===== src/include/xid_consts.svh =====
`ifndef XID_CONSTS_SVH
`define XID_CONSTS_SVH
`define XID_OP_ARITH_HI 8'he8
`define XID_OP_SUB_HI 8'he9
`define XID_OP_PUSH_HI 8'hea
`define XID_OP_MOVS_HI 8'heb
`define XID_OP_CALL_THROUGH_WORK_REG 16'h0014
`define XID_SECOND_NIB 4'hf
`define XID_RET_SEL 2'h3
`define XID_SOFT_SP_SEL 2'h2
`define XID_ILO_MAX 8'h5f
`define XID_PTR_RST 12'h000
`define XID_NUM_EXT 4'h8
`endif


===== src/include/xid_pkg.sv =====
package xid_pkg;
  typedef enum logic [1:0] {
    XID_ST_FETCH = 2'b00,
    XID_ST_NOP = 2'b01,
    XID_ST_MOVE2 = 2'b10
  } xid_state_t;
  typedef struct packed {
    logic [11:0] ptr0;
    logic [11:0] ptr1;
    logic [11:0] ptr2;
  } xid_ptrs_t;
  typedef struct packed {
    logic we;
    logic [11:0] addr;
    logic [7:0] data;
  } xid_wr_t;
  typedef struct packed {
    logic load;
    logic [20:0] value;
  } xid_pc_t;
  typedef struct packed {
    xid_state_t state;
    xid_ptrs_t ptrs;
    xid_wr_t wr;
    xid_pc_t pc;
    logic push;
    logic [20:0] push_val;
    logic pop;
    logic ext_hit;
    logic ilo;
    logic [11:0] ilo_addr;
    logic [7:0] move_src;
    logic move_to_stack;
    logic rd_req;
    logic [11:0] rd_addr;
  } xid_st_t;
endpackage : xid_pkg


===== src/core/xid_decode.sv =====
`timescale 1ns/1ps
`default_nettype none
`include "xid_consts.svh"
// Contract
// - Extension and indexed offset mode are off after reset and on only with the enable bit.
// - Exactly eight extra literal instructions are decoded.
// - Add-literal adds an unsigned 6-bit literal to pointer 0..2 in one cycle, no flags.
// - Pointer field 11 of add adds to the stack pointer and returns in two cycles.
// - Sub-literal subtracts the 6-bit literal from the selected pointer in one cycle.
// - Pointer field 11 of sub subtracts from the stack pointer and returns in two cycles.
// - Both add and sub have a stack pointer form with automatic return afterwards.
// - Call-through-work pushes the return address, loads pc from work and latches, two cycles.
// - Stack moves start e b, bit 7 picks file or stack destination, second word starts f.
// - Push-literal stores the byte at the stack pointer then decrements it, one cycle.
// - With extension on and access bit 0, file operands up to 95 use indexed offset mode.
module xid_decode (
  input wire logic mclk,
  input wire logic nrst,
  input wire logic extension_enable_cfg_bit,
  input wire logic instr_valid,
  input wire logic [15:0] instr,
  input wire logic [20:0] pc_now,
  input wire logic [7:0] work_register,
  input wire logic [7:0] pc_latch_hi,
  input wire logic [4:0] pc_latch_up,
  input wire logic [20:0] return_stack_top,
  input wire logic [7:0] rd_data,
  output xid_pkg::xid_ptrs_t file_select_pointer,
  output xid_pkg::xid_wr_t mem_wr,
  output xid_pkg::xid_pc_t pc_load,
  output logic rs_push,
  output logic [20:0] rs_push_val,
  output logic rs_pop,
  output logic ext_hit,
  output logic ilo_active,
  output logic [11:0] ilo_addr,
  output logic rd_req,
  output logic [11:0] rd_addr,
  output logic stall
);
  xid_pkg::xid_st_t st_reg;
  xid_pkg::xid_st_t st_next;
  logic en_sync1_reg;
  logic en_sync2_reg;

  function automatic logic [11:0] sel_ptr(input xid_pkg::xid_ptrs_t p,
                                          input logic [1:0] s);
    if (s == 2'h0) begin
      sel_ptr = p.ptr0;
    end else if (s == 2'h1) begin
      sel_ptr = p.ptr1;
    end else begin
      sel_ptr = p.ptr2;
    end
  endfunction : sel_ptr

  function automatic xid_pkg::xid_ptrs_t put_ptr(input xid_pkg::xid_ptrs_t p,
                                                 input logic [1:0] s,
                                                 input logic [11:0] v);
    put_ptr = p;
    if (s == 2'h0) begin
      put_ptr.ptr0 = v;
    end else if (s == 2'h1) begin
      put_ptr.ptr1 = v;
    end else begin
      put_ptr.ptr2 = v;
    end
  endfunction : put_ptr

  ////////////////////////////////////////////////////////////////////////
  // config bit is a strap from outside, so synchronise before use
  always_ff @(posedge mclk or negedge nrst) begin
    if (!nrst) begin
      en_sync1_reg <= 1'b0;
      en_sync2_reg <= 1'b0;
    end else begin
      en_sync1_reg <= extension_enable_cfg_bit;
      en_sync2_reg <= en_sync1_reg;
    end
  end

  ////////////////////////////////////////////////////////////////////////
  always_comb begin
    logic [1:0] fsel;
    logic [5:0] k6;
    logic [11:0] cur;
    logic [11:0] sp;
    fsel = instr[7:6];
    k6 = instr[5:0];
    cur = 12'h000;
    sp = st_reg.ptrs.ptr2;
    st_next = st_reg;
    st_next.wr.we = 1'b0;
    st_next.pc.load = 1'b0;
    st_next.push = 1'b0;
    st_next.pop = 1'b0;
    st_next.ext_hit = 1'b0;
    st_next.ilo = 1'b0;
    st_next.rd_req = 1'b0;
    case (st_reg.state)
      xid_pkg::XID_ST_FETCH: begin
        if (instr_valid && en_sync2_reg) begin
          // eight opcodes: add, sub (each with return form), push, two
          // moves, call through work
          if (instr[15:8] == `XID_OP_ARITH_HI ||
              instr[15:8] == `XID_OP_SUB_HI) begin
            st_next.ext_hit = 1'b1;
            if (fsel == `XID_RET_SEL) begin
              cur = sp;
            end else begin
              cur = sel_ptr(st_reg.ptrs, fsel);
            end
            if (instr[8]) begin
              cur = cur - {6'h00, k6};
            end else begin
              cur = cur + {6'h00, k6};
            end
            if (fsel == `XID_RET_SEL) begin
              // return form: arithmetic and pop registered in the same cycle
              st_next.ptrs.ptr2 = cur;
              st_next.pop = 1'b1;
              st_next.pc.load = 1'b1;
              st_next.pc.value = return_stack_top;
              st_next.state = xid_pkg::XID_ST_NOP;
            end else begin
              st_next.ptrs = put_ptr(st_reg.ptrs, fsel, cur);
            end
          end else if (instr[15:8] == `XID_OP_PUSH_HI) begin
            st_next.ext_hit = 1'b1;
            st_next.wr.we = 1'b1;
            st_next.wr.addr = sp;
            st_next.wr.data = instr[7:0];
            st_next.ptrs.ptr2 = sp - 12'h001;
          end else if (instr[15:8] == `XID_OP_MOVS_HI) begin
            st_next.ext_hit = 1'b1;
            st_next.rd_req = 1'b1;
            st_next.rd_addr = sp + {5'h00, instr[6:0]};
            st_next.move_to_stack = instr[7];
            st_next.state = xid_pkg::XID_ST_MOVE2;
          end else if (instr == `XID_OP_CALL_THROUGH_WORK_REG) begin
            st_next.ext_hit = 1'b1;
            st_next.push = 1'b1;
            st_next.push_val = pc_now + 21'h000002;
            st_next.pc.load = 1'b1;
            st_next.pc.value = {pc_latch_up, pc_latch_hi, work_register};
            st_next.state = xid_pkg::XID_ST_NOP;
          end else if (!instr[8] && instr[7:0] <= `XID_ILO_MAX &&
                       instr[15:12] != 4'he && instr[15:12] != 4'hf &&
                       instr[15:12] != 4'h0) begin
            // byte ops with access bit 0 and low operand
            st_next.ilo = 1'b1;
            st_next.ilo_addr = sp + {4'h0, instr[7:0]};
          end
        end
      end
      xid_pkg::XID_ST_NOP: begin
        // fetch of new target in flight, do nothing
        st_next.state = xid_pkg::XID_ST_FETCH;
      end
      xid_pkg::XID_ST_MOVE2: begin
        // second word: destination; corrupt second word just ends
        if (instr_valid) begin
          if (instr[15:12] == `XID_SECOND_NIB) begin
            st_next.wr.we = 1'b1;
            st_next.wr.data = rd_data;
            if (st_reg.move_to_stack) begin
              st_next.wr.addr = sp + {5'h00, instr[6:0]};
            end else begin
              st_next.wr.addr = instr[11:0];
            end
          end
          st_next.state = xid_pkg::XID_ST_FETCH;
        end
      end
      default: begin
        st_next.state = xid_pkg::XID_ST_FETCH;
      end
    endcase
  end

  always_ff @(posedge mclk or negedge nrst) begin
    if (!nrst) begin
      st_reg <= '0;
    end else begin
      st_reg <= st_next;
    end
  end

  ////////////////////////////////////////////////////////////////////////
  // outputs straight from the state flops
  assign file_select_pointer = st_reg.ptrs;
  assign mem_wr = st_reg.wr;
  assign pc_load = st_reg.pc;
  assign rs_push = st_reg.push;
  assign rs_push_val = st_reg.push_val;
  assign rs_pop = st_reg.pop;
  assign ext_hit = st_reg.ext_hit;
  assign ilo_active = st_reg.ilo;
  assign ilo_addr = st_reg.ilo_addr;
  assign rd_req = st_reg.rd_req;
  assign rd_addr = st_reg.rd_addr;
  assign stall = (st_reg.state != xid_pkg::XID_ST_FETCH);
endmodule : xid_decode
`default_nettype wire


===== config.mk =====
export PLATFORM = sky130hd
export DESIGN_NAME = xid_decode
export DESIGN_NICKNAME = d
export VERILOG_FILES = /design/src/include/xid_pkg.sv /design/src/core/xid_decode.sv
export VERILOG_INCLUDE_DIRS = /design/src /design/src/include
export SDC_FILE = /design/constraint.sdc
export NUM_CORES = 1
export LEC_CHECK = 0
export BUFFER_PORTS_ARGS = -buffer_cell sky130_fd_sc_hd__buf_2
export CAP_MARGIN = 5
export CORE_MARGIN = 3
export CORE_UTILIZATION = 45
export DETAILED_ROUTE_END_ITERATION = 7
export PLACE_DENSITY = 0.67
export SLEW_MARGIN = 20
export SYNTH_ARGS = -nofsm -noshare
export SYNTH_HDL_FRONTEND = slang
export SYNTH_SLANG_ARGS = --single-unit

===== constraint.sdc =====
create_clock -name mclk -period 4.15 [get_ports mclk]
set_clock_uncertainty 0.15 [all_clocks]
set_input_delay 0.83 -clock mclk [delete_from_list [all_inputs] [get_ports mclk]]
set_output_delay 0.83 -clock mclk [all_outputs]
set_load 0.005 [all_outputs]

==> results.yml <==
status:
  status: "completed"
yosys:
  async_reset_ff_share_pct: 100
  netlist_area_sq_um: 8360
  ys_top_cells_by_count: "dfrtp_1 (134), nand2_1 (127), buf_4 (124)"
  syn_nets: 1060
  syn_area_per_cell_sq_um: 8.88
  ys_top_cells_by_area: "dfrtp_1 (40%), buf_4 (11%), nand2_1 (5.7%)"
  synth_cell_types: 65
  synth_top_area_share_pct: 40.1
  netlist_instances: 941
  yosysSeqAreaShare_pct: 40.1
  yosysWarnings: 0
  synth_most_common_cell: "dfrtp_1"
  synth_area_leader_cell: "dfrtp_1"
  synth_edf_count: 0
  ys_ff_latch: 134
  yosys_most_used_dff: "dfrtp_1"
die:
  die_h_um: 142
  fp-row-count: 49
  die_w_um: 142
  initial_utilization_pct: 46.2
  ios: 221
  dieArea_sq_um: 20200
  core_sq_um: 18100
layout:
  largest_reg_flops: 36
  nFillCells: 1713
  area_delta_synth_final_pct: 12.7
  nNetsFinal: 1149
  antenna_cells: 0
  fin_area_sq_um: 9420
  drive_above_1_share_pct: 29.2
global_routing:
  overflow: 0
  grt_usage_pct: 22.7
  grt_antenna_before_repair: 1
  grt_max_degree: 77
  grt_pass1_vias: 6576
  grt_pass1_wl_um: 35900
setup_path:
  cpPeakStageDelay_ns: 0.43
  r2r_setup_slack_ns: 0.86
  reg2reg_from: "file_select_pointer[0]"
  timing.rr.end: "file_select_pointer[10]"
  timing_worst_setup_path_type: "input port to register"
  cp_data_required_time_ns: 4.28
  crit_arrival_ns: 3.76
  endpoint_kind: "register"
  start_kind: "input port"
  crit_fanout: 4
  reg2reg_depth: 13
  crit_chain: "buf_2, inv_1, ha_1, nor2b_1, a2bb2oi_1, nor2_1, a221oi_1, ha_1, inv_1, fa_1, a211oi_1, o21ai_1, a31o_2, a21oi_1, xnor2_1, o221ai_1"
  slowest_stage: "fa_1"
sta:
  max_slew_margin_pct: 51.2
  slew_violations: 0
  post-route-period-util_pct: 87.6
  setup-tns-final_ns: 0
  rsz0062_at_grt: "false"
  holdWs_ns: 0.203
  period_needed_ns: 3.64
  max_freq_mhz: 275
  tightest_slew_ns: 0.722
  setup_viol_count_final: 0
  hold_viol: 0
detailed_routing:
  drcViolationCount: 0
  drt_iter0_markers: 417
  firstDrtPassIters: 6
  ant_nets: 0
  routed_wirelength_um: 23400
  wire_per_inst_um: 18.4
  vias: 7095
  via_per_inst: 5.58
power:
  peakVddDrop_mv: 0.267
  p_total_mw: 3.28
  power_density_nw_per_um2: 349
  leakagePower_nw: 4.71
cts:
  clk_pin_slew_worst_paths_ns: 0.06
  post_cts_resized: 0
  htreeDepth: 4
  root_buffer: "clkbuf_16"
  clk_path_buf_depth: 2
  cts.sinks: 134
  cts-hold-fix-buffers: 0
  cts_buffers: 17
  clkLatencyLatePin_ns: 0.42
  cts_tree: "yes"
  cts_setup_buffers: 0
place:
  place.gp.congestion: 0.911
  dpl_cell_area_sq_um: 8830
  io_buffers: 220
  place_hpwl_um: 17400
worst_hold_path:
  hold_path_class: "register to register"
  min_to: "en_sync2_reg"
  whs_path_depth: 0
  hold_start: "en_sync1_reg"
job:
  cap_violations: 0
per-layer routing:
metal  routed length (um)  GRT usage [%]
met5                   13              0
met4                  428           6.57
met3                 2020           5.85
met2                11000           36.7
met1                 9960           30.3
power by group:
group	switching (mW)	internal [mW]
registers	0.0288	1.35
clock network	0.626	0.899
logic	0.221	0.161
total	0.875	2.41
cell usage in the layout, fill, tap and decap left out, types with 7 or more instances in the layout:
| cell | instances |
|---|---|
| mux2_2 | 11 |
| buf_2 | 219 |
| a22oi_1 | 37 |
| nand3_1 | 17 |
| nor2_1 | 40 |
| a221o_1 | 7 |
| o21ai_1 | 87 |
| xnor2_1 | 25 |
| and3_1 | 7 |
| a21oi_1 | 32 |
| xor2_1 | 20 |
| dfrtp_1 | 134 |
| o21ai_0 | 35 |
| nor2b_1 | 13 |
| ha_1 | 26 |
| buf_4 | 23 |
| clkbuf_16 | 17 |
| nand2_1 | 127 |
| inv_1 | 14 |
| nor3_1 | 18 |
per-stage QoR:
stage                     worst slack [ns]  std cells  utilization (%)
after floorplan                      0.142        941                -
after global placement               0.161       1240             48.8
after detailed placement             0.143       1240             48.8
after CTS                            0.531       1272             52.1
after global routing                 0.326       1272             52.1
final                                0.513       1272             52.1
worst max-delay path: cells and delay by family:
kind                     cells  cell delay, ns
AO/OA/AOI/OAI                7            1.37
AND/OR/NAND/NOR              2            0.23
adder cells (fa/ha/maj)      3            0.90
buffers and inverters        3            0.25
XOR/XNOR                     1            0.19
how the worst max path moves through the flow:
| stage | startpoint | to | slack [ns] | cells after the start |
|---|---|---|---|---|
| after floorplan | instr[7] | file_select_pointer[10] | 0.14 | 16 |
| after global placement | instr[7] | file_select_pointer[10] | 0.16 | 16 |
| after detailed placement | instr[7] | file_select_pointer[10] | 0.14 | 16 |
| after CTS | instr[7] | file_select_pointer[10] | 0.53 | 16 |
| after global routing | instr[7] | file_select_pointer[10] | 0.33 | 16 |
| final | instr[7] | file_select_pointer[10] | 0.51 | 16 |
cells by family after synthesis:
family | synth area share (%)
buf+inv | 14.4
flops | 40.1
compound gates | 18.8
mux | 2.35
simple gates | 15.2
fa+ha+maj | 4.37
xor+xnor | 4.72
area by class of cell:
class                      count  area [sq um]  area share [%]
multi-input combinational    613          3810            40.5
sequential                   134          3350            35.6
timing repair buffer         244          1300            13.8
clock buffer                  17           425            4.52
tap                          229           287            3.04
clock inverter                15           169            1.79
inverter                      20          75.1           0.797
(Power assumes the default switching activity.)
